**config.mk**
```make
export PLATFORM = sky130hd
export DESIGN_NAME = dgc_dma_ctrl
export DESIGN_NICKNAME = d
export VERILOG_FILES = /design/src/dgc_dma_ctrl.v /design/src/dgc_sync2.v /design/src/dgc_arbiter.v
export VERILOG_INCLUDE_DIRS = /design/src
export SDC_FILE = /design/constraint.sdc
export NUM_CORES = 1
export LEC_CHECK = 0
export ABC_CLOCK_PERIOD_IN_PS = 3050
export BUFFER_PORTS_ARGS = -buffer_cell sky130_fd_sc_hd__buf_2
export CAP_MARGIN = 40
export CORE_UTILIZATION = 36
export CTS_CLUSTER_SIZE = 16
export DETAILED_ROUTE_END_ITERATION = 8
export SKIP_LAST_GASP = 1
export SLEW_MARGIN = 20
export SYNTH_ARGS = -nofsm -noshare
export SYNTH_HDL_FRONTEND = slang
export SYNTH_SLANG_ARGS = --single-unit
export TNS_END_PERCENT = 20
```
**constraint.sdc**
```tcl
create_clock -name sys_clk -period 3.05 [get_ports sys_clk]
set_input_delay 0.1525 -clock sys_clk [delete_from_list [all_inputs] [get_ports sys_clk]]
set_output_delay 0.1525 -clock sys_clk [all_outputs]
set_load 0.05 [all_outputs]
```
**src/dgc_defs.vh**
```
// Overview of operation
// - 16-bit control register, cleared by reset, standby
// - reserved bits read zero, write zero
// - fixed modes: 0,3,2,1 or 1,3,2,0
// - mode 10 round-robin, starts 0,3,2,1
// - mode 11 pin round-robin, starts 3,2,1,0
// - address error flag blocks all channels
// - nonmaskable event flag blocks all channels
// - flags clear by read one, write zero
// - channel runs only with all enable conditions
// - clearing master enable aborts every channel
// - one unit per request, count minus one
// - auto request starts without outside request
// - count zero ends normally, optional interrupt
// - address error or nonmaskable event aborts
// - clearing channel enable aborts that channel
// - pending channels served in priority order
// - end flag only on normal end, blocks
`ifndef DGC_DEFS_VH
`define DGC_DEFS_VH

// ***************************************************************
// register byte offsets
// ***************************************************************
`define DGC_OFS_OPCTRL    8'h00
`define DGC_OFS_CHCTRL    8'h04
`define DGC_OFS_CNT0      8'h08
`define DGC_OFS_IRQSTAT   8'h18
`define DGC_OFS_IRQMASK   8'h1C
`define DGC_OFS_STATUS    8'h20

// ***************************************************************
// operation control fields
// ***************************************************************
`define DGC_OP_MASTER     0
`define DGC_OP_NMI        1
`define DGC_OP_AERR       2
`define DGC_OP_PRIO_LO    8
`define DGC_OP_PRIO_HI    9
`define DGC_OP_RESET      16'h0000

// ***************************************************************
// channel control fields, four bits per channel
// ***************************************************************
`define DGC_CH_EN         0
`define DGC_CH_TE         1
`define DGC_CH_IE         2
`define DGC_CH_AUTO       3
`define DGC_CH_STRIDE     4

// ***************************************************************
// interrupt status bits above the per-channel ones
// ***************************************************************
`define DGC_IRQ_AERR      4
`define DGC_IRQ_NMI       5
`define DGC_IRQ_W         6

// ***************************************************************
// priority modes and arbitration orders (entry 0 in bits 1:0)
// ***************************************************************
`define DGC_PRIO_FIX0     2'h0
`define DGC_PRIO_FIX1     2'h1
`define DGC_PRIO_RR       2'h2
`define DGC_PRIO_PINRR    2'h3
`define DGC_ORDER_FIX0    8'h6C
`define DGC_ORDER_FIX1    8'h2D
`define DGC_ORDER_PINRR   8'h1B

`endif

```
**src/dgc_dma_ctrl.v**
```verilog
// Decided for this implementation: the placing of the registers and the APB register port.
`include "dgc_defs.vh"

module dgc_dma_ctrl #(
  parameter CNT_W = 16
) (
  input  wire        sys_clk,
  input  wire        rst_b,
  input  wire        clkEn,
  input  wire        standby,
  input  wire [7:0]  paddr,
  input  wire        psel,
  input  wire        penable,
  input  wire        pwrite,
  input  wire [31:0] pwdata,
  output reg  [31:0] prdata,
  output wire        pready,
  output wire        pslverr,
  input  wire        nmiPin,
  input  wire        addrErrEvent,
  input  wire [3:0]  externalRequestIn_b,
  output wire        xferValid,
  output reg  [1:0]  xferChan,
  input  wire        xferDone,
  output reg         xferAbort,
  output wire [3:0]  transferEndInterrupt,
  output wire        irq
);

  localparam ST_IDLE = 1'b0;
  localparam ST_BUSY = 1'b1;
  localparam [15:0] OP_RST = `DGC_OP_RESET;

  // ***************************************************************
  // state
  // ***************************************************************
  reg [1:0]           prioMode_q;
  reg                 masterEnable_q;
  reg                 addressErrorFlag_q;
  reg                 nonmaskableEventFlag_q;
  reg                 aeArm_q;
  reg                 nmiArm_q;
  reg [3:0]           channelEnable_q;
  reg [3:0]           transferEndFlag_q;
  reg [3:0]           teArm_q;
  reg [3:0]           endInterruptEnable_q;
  reg [3:0]           autoRequest_q;
  reg [CNT_W-1:0]     transferCount_q [0:3];
  reg [`DGC_IRQ_W-1:0] irqStat_q;
  reg [`DGC_IRQ_W-1:0] irqMask_q;
  reg                 state_q;
  reg                 nmiDly_q;

  wire [3:0]          extReqSync_b;
  wire                nmiSync;
  wire                nmiRise;
  wire [3:0]          eligible;
  wire [3:0]          chanReq;
  wire                grantValid;
  wire [1:0]          grantChan;
  wire                abortCond;
  wire                unitDone;
  wire [3:0]          lastUnit;
  wire [3:0]          teSet;
  wire                wrAcc;
  wire                rdAcc;
  wire                rdSetup;
  wire                addrHit;
  wire                selOp;
  wire                selCh;
  wire                selStat;
  wire                selMask;
  wire                selSts;
  wire [3:0]          selCnt;
  wire [15:0]         opctrlRead;
  wire [15:0]         chctrlRead;

  // ***************************************************************
  // pin synchronisers
  // ***************************************************************
  dgc_sync2 #(
    .WIDTH   (5)
  ) uSync (
    .sys_clk (sys_clk),
    .rst_b   (rst_b),
    .clkEn   (clkEn),
    .asyncIn ({nmiPin, externalRequestIn_b}),
    .syncOut ({nmiSync, extReqSync_b})
  );

  assign nmiRise = nmiSync & ~nmiDly_q;

  // ***************************************************************
  // APB decode
  // ***************************************************************
  assign selOp   = (paddr == `DGC_OFS_OPCTRL);
  assign selCh   = (paddr == `DGC_OFS_CHCTRL);
  assign selStat = (paddr == `DGC_OFS_IRQSTAT);
  assign selMask = (paddr == `DGC_OFS_IRQMASK);
  assign selSts  = (paddr == `DGC_OFS_STATUS);

  genvar c;
  generate
    for (c = 0; c < 4; c = c + 1) begin : gSel
      assign selCnt[c] = (paddr == (`DGC_OFS_CNT0 + 8'h04 * c[7:0]));
    end
  endgenerate

  assign addrHit = selOp | selCh | selStat | selMask | selSts | (|selCnt);
  // prdata is registered in the setup cycle, so access is zero-wait while clkEn is high
  assign pready  = clkEn;
  assign pslverr = psel & penable & ~addrHit;
  assign wrAcc   = psel & penable & pwrite & clkEn & addrHit;
  assign rdAcc   = psel & penable & ~pwrite & clkEn & addrHit;
  assign rdSetup = psel & ~penable & ~pwrite;

  // reserved bits tie to zero
  assign opctrlRead = {6'h00, prioMode_q, 5'h00, addressErrorFlag_q,
                       nonmaskableEventFlag_q, masterEnable_q};

  generate
    for (c = 0; c < 4; c = c + 1) begin : gChRd
      assign chctrlRead[`DGC_CH_STRIDE*c +: `DGC_CH_STRIDE] =
        {autoRequest_q[c], endInterruptEnable_q[c], transferEndFlag_q[c],
         channelEnable_q[c]};
    end
  endgenerate

  always @(posedge sys_clk or negedge rst_b) begin
    if (!rst_b) begin
      prdata <= 32'h00000000;
    end else if (clkEn && rdSetup) begin
      prdata <= 32'h00000000;
      if (selOp) begin
        prdata <= {16'h0000, opctrlRead};
      end else if (selCh) begin
        prdata <= {16'h0000, chctrlRead};
      end else if (selStat) begin
        prdata <= {26'h0000000, irqStat_q};
      end else if (selMask) begin
        prdata <= {26'h0000000, irqMask_q};
      end else if (selSts) begin
        prdata <= {24'h000000, eligible, 1'b0, state_q, xferChan};
      end else if (selCnt[0]) begin
        prdata <= {{(32-CNT_W){1'b0}}, transferCount_q[0]};
      end else if (selCnt[1]) begin
        prdata <= {{(32-CNT_W){1'b0}}, transferCount_q[1]};
      end else if (selCnt[2]) begin
        prdata <= {{(32-CNT_W){1'b0}}, transferCount_q[2]};
      end else if (selCnt[3]) begin
        prdata <= {{(32-CNT_W){1'b0}}, transferCount_q[3]};
      end
    end
  end

  // ***************************************************************
  // operation control register
  // ***************************************************************
  always @(posedge sys_clk or negedge rst_b) begin
    if (!rst_b) begin
      prioMode_q             <= OP_RST[`DGC_OP_PRIO_HI:`DGC_OP_PRIO_LO];
      masterEnable_q         <= 1'b0;
      addressErrorFlag_q     <= 1'b0;
      nonmaskableEventFlag_q <= 1'b0;
      aeArm_q                <= 1'b0;
      nmiArm_q               <= 1'b0;
      nmiDly_q               <= 1'b0;
    end else if (clkEn) begin
      nmiDly_q <= nmiSync;
      if (standby) begin
        prioMode_q             <= 2'h0;
        masterEnable_q         <= 1'b0;
        addressErrorFlag_q     <= 1'b0;
        nonmaskableEventFlag_q <= 1'b0;
        aeArm_q                <= 1'b0;
        nmiArm_q               <= 1'b0;
      end else begin
        if (wrAcc && selOp) begin
          prioMode_q     <= pwdata[`DGC_OP_PRIO_HI:`DGC_OP_PRIO_LO];
          masterEnable_q <= pwdata[`DGC_OP_MASTER];
        end
        // a new event outranks a clear in the same cycle; ones are ignored
        if (addrErrEvent) begin
          addressErrorFlag_q <= 1'b1;
        end else if (wrAcc && selOp && aeArm_q && !pwdata[`DGC_OP_AERR]) begin
          addressErrorFlag_q <= 1'b0;
        end
        if (nmiRise) begin
          nonmaskableEventFlag_q <= 1'b1;
        end else if (wrAcc && selOp && nmiArm_q && !pwdata[`DGC_OP_NMI]) begin
          nonmaskableEventFlag_q <= 1'b0;
        end
        // a clear is honoured only after a read has returned a one
        if (rdAcc && selOp && addressErrorFlag_q) begin
          aeArm_q <= 1'b1;
        end else if ((wrAcc && selOp) || !addressErrorFlag_q) begin
          aeArm_q <= 1'b0;
        end
        if (rdAcc && selOp && nonmaskableEventFlag_q) begin
          nmiArm_q <= 1'b1;
        end else if ((wrAcc && selOp) || !nonmaskableEventFlag_q) begin
          nmiArm_q <= 1'b0;
        end
      end
    end
  end

  // ***************************************************************
  // per-channel control, count and end flag
  // ***************************************************************
  assign unitDone = xferValid & xferDone;

  generate
    for (c = 0; c < 4; c = c + 1) begin : gChan
      // count of zero acts as full range, so a unit ends at one
      assign lastUnit[c] = (transferCount_q[c] == {{(CNT_W-1){1'b0}}, 1'b1});
      assign teSet[c]    = unitDone & (xferChan == c[1:0]) & lastUnit[c];
      // block only while the flags stand; any one of them holds off
      assign eligible[c] = channelEnable_q[c] & masterEnable_q &
                           ~transferEndFlag_q[c] & ~addressErrorFlag_q &
                           ~nonmaskableEventFlag_q;
      assign chanReq[c]  = eligible[c] & (autoRequest_q[c] | ~extReqSync_b[c]);
      assign transferEndInterrupt[c] = transferEndFlag_q[c] & endInterruptEnable_q[c];

      always @(posedge sys_clk or negedge rst_b) begin
        if (!rst_b) begin
          channelEnable_q[c]      <= 1'b0;
          transferEndFlag_q[c]    <= 1'b0;
          teArm_q[c]              <= 1'b0;
          endInterruptEnable_q[c] <= 1'b0;
          autoRequest_q[c]        <= 1'b0;
          transferCount_q[c]      <= {CNT_W{1'b0}};
        end else if (clkEn) begin
          if (standby) begin
            channelEnable_q[c]      <= 1'b0;
            transferEndFlag_q[c]    <= 1'b0;
            teArm_q[c]              <= 1'b0;
            endInterruptEnable_q[c] <= 1'b0;
            autoRequest_q[c]        <= 1'b0;
            transferCount_q[c]      <= {CNT_W{1'b0}};
          end else begin
            if (wrAcc && selCh) begin
              channelEnable_q[c]      <= pwdata[`DGC_CH_STRIDE*c + `DGC_CH_EN];
              endInterruptEnable_q[c] <= pwdata[`DGC_CH_STRIDE*c + `DGC_CH_IE];
              autoRequest_q[c]        <= pwdata[`DGC_CH_STRIDE*c + `DGC_CH_AUTO];
            end
            if (teSet[c]) begin
              transferEndFlag_q[c] <= 1'b1;
            end else if (wrAcc && selCh && teArm_q[c] &&
                         !pwdata[`DGC_CH_STRIDE*c + `DGC_CH_TE]) begin
              transferEndFlag_q[c] <= 1'b0;
            end
            if (rdAcc && selCh && transferEndFlag_q[c]) begin
              teArm_q[c] <= 1'b1;
            end else if ((wrAcc && selCh) || !transferEndFlag_q[c]) begin
              teArm_q[c] <= 1'b0;
            end
            if (wrAcc && selCnt[c]) begin
              transferCount_q[c] <= pwdata[CNT_W-1:0];
            end else if (unitDone && xferChan == c[1:0]) begin
              transferCount_q[c] <= transferCount_q[c] - {{(CNT_W-1){1'b0}}, 1'b1};
            end
          end
        end
      end
    end
  endgenerate

  // ***************************************************************
  // arbitration
  // ***************************************************************
  dgc_arbiter uArb (
    .sys_clk    (sys_clk),
    .rst_b      (rst_b),
    .clkEn      (clkEn),
    .standby    (standby),
    .prioMode   (prioMode_q),
    .req        (chanReq),
    .svcValid   (unitDone),
    .svcChan    (xferChan),
    .grantValid (grantValid),
    .grantChan  (grantChan)
  );

  // ***************************************************************
  // transfer sequencer: one unit per grant, then rearbitrate
  // ***************************************************************
  assign abortCond = ~masterEnable_q | ~channelEnable_q[xferChan] |
                     addressErrorFlag_q | nonmaskableEventFlag_q;
  // an aborting unit is withdrawn before it can complete
  assign xferValid = (state_q == ST_BUSY) & ~abortCond;

  always @(posedge sys_clk or negedge rst_b) begin
    if (!rst_b) begin
      state_q   <= ST_IDLE;
      xferChan  <= 2'h0;
      xferAbort <= 1'b0;
    end else if (clkEn) begin
      xferAbort <= 1'b0;
      if (standby) begin
        state_q <= ST_IDLE;
      end else begin
        case (state_q)
          ST_IDLE: begin
            if (grantValid) begin
              state_q  <= ST_BUSY;
              xferChan <= grantChan;
            end
          end
          ST_BUSY: begin
            if (abortCond) begin
              state_q   <= ST_IDLE;
              xferAbort <= 1'b1;
            end else if (xferDone) begin
              state_q <= ST_IDLE;
            end
          end
          default: begin
            state_q <= ST_IDLE;
          end
        endcase
      end
    end
  end

  // ***************************************************************
  // interrupt status and mask
  // ***************************************************************
  always @(posedge sys_clk or negedge rst_b) begin
    if (!rst_b) begin
      irqStat_q <= {`DGC_IRQ_W{1'b0}};
      irqMask_q <= {`DGC_IRQ_W{1'b0}};
    end else if (clkEn) begin
      if (standby) begin
        irqStat_q <= {`DGC_IRQ_W{1'b0}};
        irqMask_q <= {`DGC_IRQ_W{1'b0}};
      end else begin
        if (wrAcc && selMask) begin
          irqMask_q <= pwdata[`DGC_IRQ_W-1:0];
        end
        // write one clears; a same-cycle event keeps its bit set
        irqStat_q <= (irqStat_q & ~((wrAcc && selStat) ? pwdata[`DGC_IRQ_W-1:0]
                                                        : {`DGC_IRQ_W{1'b0}}))
                     | {nmiRise, addrErrEvent, teSet};
      end
    end
  end

  assign irq = |(irqStat_q & irqMask_q);

endmodule // dgc_dma_ctrl

```
**src/dgc_sync2.v**
```verilog
// two-stage synchroniser; first stage feeds only the second
module dgc_sync2 #(
  parameter WIDTH = 1
) (
  input  wire             sys_clk,
  input  wire             rst_b,
  input  wire             clkEn,
  input  wire [WIDTH-1:0] asyncIn,
  output wire [WIDTH-1:0] syncOut
);

  reg [WIDTH-1:0] stage1_q;
  reg [WIDTH-1:0] stage2_q;

  always @(posedge sys_clk or negedge rst_b) begin
    if (!rst_b) begin
      stage1_q <= {WIDTH{1'b0}};
      stage2_q <= {WIDTH{1'b0}};
    end else if (clkEn) begin
      stage1_q <= asyncIn;
      stage2_q <= stage1_q;
    end
  end

  assign syncOut = stage2_q;

endmodule // dgc_sync2

```
**src/dgc_arbiter.v**
```verilog
`include "dgc_defs.vh"

module dgc_arbiter (
  input  wire       sys_clk,
  input  wire       rst_b,
  input  wire       clkEn,
  input  wire       standby,
  input  wire [1:0] prioMode,
  input  wire [3:0] req,
  input  wire       svcValid,
  input  wire [1:0] svcChan,
  output reg        grantValid,
  output reg  [1:0] grantChan
);

  reg [7:0] rrOrder_q;
  reg [7:0] rrOrder_d;
  reg [1:0] lastMode_q;
  reg [7:0] order;
  reg [2:0] svcPos;
  integer   i;
  integer   j;

  // ***************************************************************
  // effective order and pick
  // ***************************************************************
  always @* begin
    case (prioMode)
      `DGC_PRIO_FIX0: order = `DGC_ORDER_FIX0;
      `DGC_PRIO_FIX1: order = `DGC_ORDER_FIX1;
      default:        order = rrOrder_q;
    endcase
    grantValid = |req;
    grantChan  = 2'h0;
    // walk from lowest to highest so the highest requester wins
    for (i = 3; i >= 0; i = i - 1) begin
      if (req[order[2*i +: 2]]) begin
        grantChan = order[2*i +: 2];
      end
    end
  end

  // ***************************************************************
  // rotation: serviced channel goes to the tail
  // ***************************************************************
  always @* begin
    svcPos = 3'h0;
    for (j = 3; j >= 0; j = j - 1) begin
      if (rrOrder_q[2*j +: 2] == svcChan) begin
        svcPos = j[2:0];
      end
    end
    rrOrder_d = rrOrder_q;
    for (j = 0; j < 3; j = j + 1) begin
      if (j[2:0] >= svcPos) begin
        rrOrder_d[2*j +: 2] = rrOrder_q[2*j+2 +: 2];
      end
    end
    rrOrder_d[7:6] = svcChan;
  end

  always @(posedge sys_clk or negedge rst_b) begin
    if (!rst_b) begin
      rrOrder_q  <= `DGC_ORDER_FIX0;
      lastMode_q <= `DGC_PRIO_FIX0;
    end else if (clkEn) begin
      lastMode_q <= prioMode;
      if (standby) begin
        rrOrder_q  <= `DGC_ORDER_FIX0;
        lastMode_q <= `DGC_PRIO_FIX0;
      end else if (prioMode != lastMode_q) begin
        // entering a rotating mode restarts from its documented order
        rrOrder_q <= (prioMode == `DGC_PRIO_PINRR) ? `DGC_ORDER_PINRR
                                                   : `DGC_ORDER_FIX0;
      end else if (svcValid && prioMode[1]) begin
        rrOrder_q <= rrOrder_d;
      end
    end
  end

endmodule // dgc_arbiter

```
After elaboration in Yosys (flattened, before gate mapping)
Index checks and enable logic that the tools add are counted.
W data, S select, Z words.
Word-level totals
  register bits: 160
  latch bits: 0
  RAM bits: 0
  bits in read-only memories: 0
  input bits: 54
  memories: 0
Operators by class
  $add $sub $neg: 4
  $mul: 0
  divide/modulo/power cells: 0
  magnitude comparators: 8
  eq/ne operators: 22
  shifts and indexed selects: 0
  multiplexer cells: 124
  bitwise logic cells: 80
  reductions and logical operators: 104
Operators by type and width (count)
  $mux W16: 19
  $mux W1: 74
  $eq A16 B1 Y1 const B: 4
  $mux W32: 2
  $sub A16 B1 Y16 const B: 4
  $reduce_bool A3 Y1: 20
  $and A1 B1 Y1: 45
  $reduce_and A2 Y1: 20
  $logic_and A1 B1 Y1: 34
  $eq A8 B5 Y1 const B: 4
  $mux W2: 14
  $mux W6: 4
  $mux W8: 3
  $not A1 Y1: 19
  $eq A8 B4 Y1 const B: 2
  $pmux W8 S2: 1
  $lt A2 B3 Y1 const B: 5
  $and A6 B6 Y6: 2
  $or A1 B1 Y1: 12
  $logic_not A1 Y1: 11
  $bmux W1 S2: 5
  $reduce_and A3 Y1: 3
  $eq A2 B2 Y1: 4
  $eq A8 B3 Y1 const B: 1
  17 further kinds: 30

Logic depth before layout (Yosys ltp)
  depth after elaboration: 13
  depth in mapped cells: 9

Cells and area by module
A second synthesis with hierarchy kept.
Second synthesis, totals
  cell total of the unflattened synthesis: 1099
  area, all modules: 9629.2 um^2
Modules (own cells, without submodules)
  dgc_dma_ctrl: times used 1, cells each 959, area an instance 8241.7 um^2, sequential area each 3103.0 um^2
  dgc_arbiter: times used 1, cells each 119, area an instance 975.9 um^2, sequential area each 255.2 um^2
  dgc_sync2: times used 1, cells each 21, area an instance 411.6 um^2, sequential area each 250.2 um^2

Least setup slack after synthesis
Ideal clock, no wire load.
  path kind: register -> register
  from: register transferCount_q[52] in the netlist's numbering
  to: register irqStat_q[0]
  arrival time: 2271 ps
  required time: 2984 ps
  slack: 713 ps
  cell stages (with the launch flop): 6
  path buffers: 0
  clock period less this slack: 2337 ps
  cells stage by stage: dfrtp_1 or4_4 or3_4 or4_4 or4_4 nand2_1
On the way
  longest elaborated chain between the ends: 4
Ends and longest elaborated chain
  start, declared: RTL line dgc_dma_ctrl.v:48  | reg [CNT_W-1:0] transferCount_q [0:3];
  start signal, assigned by index: RTL line dgc_dma_ctrl.v:232  | transferCount_q[c] <= {CNT_W{1'b0}};
  start signal, assigned by index: RTL line dgc_dma_ctrl.v:240  | transferCount_q[c] <= {CNT_W{1'b0}};
  start signal, assigned by index: RTL line dgc_dma_ctrl.v:259  | transferCount_q[c] <= pwdata[CNT_W-1:0];
  $eq A16 B1 Y1: RTL line dgc_dma_ctrl.v:216  | assign lastUnit[c] = (transferCount_q[c] == {{(CNT_W-1){1'b0}}, 1'b1});
  $and A1 B1 Y1: RTL line dgc_dma_ctrl.v:217  | assign teSet[c] = unitDone & (xferChan == c[1:0]) & lastUnit[c];
  $or A6 B6 Y6: RTL line dgc_dma_ctrl.v:342  | irqStat_q <= (irqStat_q & ~((wrAcc && selStat) ? pwdata[`DGC_IRQ_W-1:0]
  $mux W6: RTL line dgc_dma_ctrl.v:334  | if (standby) begin
  end signal, assigned: RTL line dgc_dma_ctrl.v:331  | irqStat_q <= {`DGC_IRQ_W{1'b0}};
  end signal, assigned: RTL line dgc_dma_ctrl.v:335  | irqStat_q <= {`DGC_IRQ_W{1'b0}};
  end signal, assigned: RTL line dgc_dma_ctrl.v:342
  end, declared: RTL line dgc_dma_ctrl.v:49  | reg [`DGC_IRQ_W-1:0] irqStat_q;
No other way between the ends.
A chain may end at the register's enable or synchronous reset.

Final worst setup path
  from: register transferCount_q[8] in the netlist's numbering
  to: register transferEndFlag_q[3] (netlist: chctrlRead[13])
On the way
  longest elaborated chain between the ends: 4
  elaborated cells on any way between the ends: 6
Ends and longest elaborated chain
  $eq A16 B1 Y1 *: RTL line dgc_dma_ctrl.v:216
  $and A1 B1 Y1 *: RTL line dgc_dma_ctrl.v:217
  $reduce_bool A3 Y1 (no line) / $mux W1 (equally long branches)
  $reduce_and A2 Y1 (no line) / $mux W1 (equally long branches)
  end signal, assigned by index: RTL line dgc_dma_ctrl.v:228  | transferEndFlag_q[c] <= 1'b0;
  end signal, assigned by index: RTL line dgc_dma_ctrl.v:236  | transferEndFlag_q[c] <= 1'b0;
  end signal, assigned by index: RTL line dgc_dma_ctrl.v:248  | transferEndFlag_q[c] <= 1'b1;
  end, declared: RTL line dgc_dma_ctrl.v:44  | reg [3:0] transferEndFlag_q;
Mark *: on every way between the ends. The rest lies on a longest branch, timed or not.

==> impl_results.md <==
* Status: finished, violations left
* Failing checks: DRC
* RSZ-0062 raised after global routing: false
* Slew HR at 0.477
* FFs w/ async S/R, synth at 1.00
* Comb power frac at 0.248
* F_max at 386 MHz
* Core area at 26,100 um2
* Max FO, Critical Path at 8
* Initial drt markers at 1,181
* Period utilisation layout at 0.848
* Synth cell types at 77
* Post-route insts no fill at 1,587
* Hpwl dp at 27,300 um
* WHS at 69.0 ps
* Clock Latency Late Sink at 440 ps
* CTS resizes at 0
* Cell-internal power at 3930 uW
* #FFs+latches synth at 144
* GRT overflow at 0
* Leakage power total at 0.00461 uW
* Port bufs at 64
* Layout cells sized above 1 at 0.158
* DRT antenna net count at 0
* Placed cell count at 1,546
* Worst setup EP type: flip-flop
* RePlAce Congestion at 0.995
* Worst slew pin tran at 778 ps
* Clock tree root driver cell: clkbuf_16
* Via/cell ratio at 6.30
* Sequential share of the synthesized area at 0.375
* Count leader, synth: dfrtp_1
* Die ar. at 27,400 um2
* Pre-CTS setup slack at 539 ps
* Average instance area after synthesis at 8.23 um2
* Initial Utilization at 0.369
* Top Ports at 97
* CTS max path bufs at 2
* Post-synth top flop: dfrtp_1
* # H-tree levels at 4
* Vias in the first global route at 9,268
* WS Path Type: reg -> reg
* Number of synthesized flops with an enable pin at 0
* Drt wl/cell at 23.8 um
* Die width at 166 um
* Vias at 9,991
* Largest net degree at the start of global routing at 75
* DRC Markers at 16
* NetSw at 2230 uW
* GRT Total Usage at 0.285
* Startpoint types: flip-flop
* Synth Warn # at 0
* Inserted Clock Buffers at 17
* First-pass GRT wire length at 57,400 um
* Flop pwr share at 0.397
* Die height at 166 um
* Critical path data arrival time at 2860 ps
* Netlist Area Pre-Place at 9630 um2
* WL final at 37,800 um
* Clock Power Share at 0.355
* Fin Setup TNS at 0 ps
* Peak VDD IR at 0.000331 V
* P&R area growth vs syn at 15.5%
* Area contributors post-synth: dfrtp_1 36%, o21ai_0 6.8%, a21oi_1 6.0%
* Max Transition Viols Final at 0
* CP required at 3320 ps
* Area leader, netlist: dfrtp_1
* Top post-synthesis cells by count: 140 x dfrtp_1, 131 x o21ai_0, 115 x a21oi_1
* Endpoints failing hold at 0
* Setup Skew at 14.6 ps
* Final setup vio count at 0
* Max Cap Viol at 0
* HP Class: in -> reg
* Row count at 59
* Yosys top cell area share at 0.364
* Minimum clock period at 2590 ps
* Cells after Synth at 1,170
* Initial antenna violation count at 2
* PwrDens at 554 nW/um2
* CTS tree: yes
* Worst-path clk slew at 70 ps
* Util after Layout at 0.426
* Clock net sink count at 144
* Sw Ratio at 0.362
* Pre-Repair DR Iteration Count at 8
* Layout Nets at 1,300
* Worst setup margin at 462 ps
==> layout make-up <==
class / instances / area, um2
diodes: 1 / 2.50
clock buffers: 19 / 443
clock inverters: 13 / 156
fillers: 2658 / 15000
inverters: 22 / 82.6
multi-input cells: 927 / 5570
flip-flops and latches: 144 / 3610
well taps: 335 / 419
repair buffers: 126 / 842
==> sequential cells by signal, summed over array words and instances, names as in the netlist, 4 cells and up <==
signal and flops:
autoRequest_q 4, irqMask_q 6, uArb.rrOrder_q 8, uSync.syncOut 5
transferCount_q 64, uSync.stage1_q 5, teArm_q 4, channelEnable_q 4
prdata 16, chctrlRead 8, irqStat_q 6
==> metal layers <==
layer / track usage / share of wire
met2: 0.431 / 0.44
met4: 0.102 / 0.034
met5: 0 / 0
met1: 0.400 / 0.43
met3: 0.0572 / 0.093
==> logic make-up after synthesis <==
logic type | count (synthesis) | share of synthesized area
AO/OA/AOI/OAI | 402 | 0.257
XOR/XNOR | 13 | 0.0118
adder cells (fa/ha/maj) | 8 | 0.0104
buffers and inverters | 114 | 0.0539
flip-flops | 144 | 0.375
multiplexers | 46 | 0.0535
other | 1 | 0.000389
AND/OR/NAND/NOR | 442 | 0.238
==> worst max-delay path, cell delays in order, from the launching register on <==
cell	delay, ps
dfrtp_1	460
or4_1	590
or3_1	420
or3_1	390
o41ai_1	550
==> cells in the final DEF (no fill, tap or decap), types with 13 or more instances in the layout <==
cell and instances:
nand3_1 42, buf_2 63, and3_1 16, conb_1 16, o21ai_0 131, nor2b_1 13
mux2_2 14, nor2_1 92, mux2i_1 29, a31oi_1 16, nor3_1 53, o2bb2ai_1 25
dfrtp_1 140, nor4_1 27, nand2b_1 14, buf_4 53, inv_1 21, nand2_1 100
a21oi_1 115, clkbuf_16 17
==> stage by stage <==
stage | instance area (um2) | power [uW]
floorplan | 9690 | 3440
global placement | 10400 | 3930
detailed placement | 10400 | 3950
CTS | 11100 | 6140
global route | 11100 | 6440
finish | 11100 | 6170
==> final timing paths <==
check	startpoint	endpoint	slack [ps]	depth (start not counted)
setup / recovery	transferCount_q[8]	chctrlRead[13]	460	4
hold / removal	xferDone	state_q	70	3
setup reg to reg	transferCount_q[8]	chctrlRead[13]	460	4
hold reg to reg	prdata[10]	prdata[10]	500	2
max in group asynchronous	rst_b	uArb.rrOrder_q[6]	1930	4
min in group asynchronous	rst_b	transferCount_q[8]	120	2
==> repair_timing <==
item | 4_1_cts | 5_1_grt
hold buffers | 7 | 0
setup buffers | 0 | 0
endpoints found under the hold margin | 76 | 0
endpoints found under the setup margin | 0 | 0
==> power by group through the flow <==
stage          clock [uW]  sequential [uW]  combinational [uW]
4_1_cts              2210             2430                1510
2_1_floorplan           0             2380                1060
3_3_place_gp            0             2460                1470
5_1_grt              2290             2470                1680
3_5_place_dp            0             2460                1490
6_report             2190             2450                1530
Power figures use the tool's default switching activity.
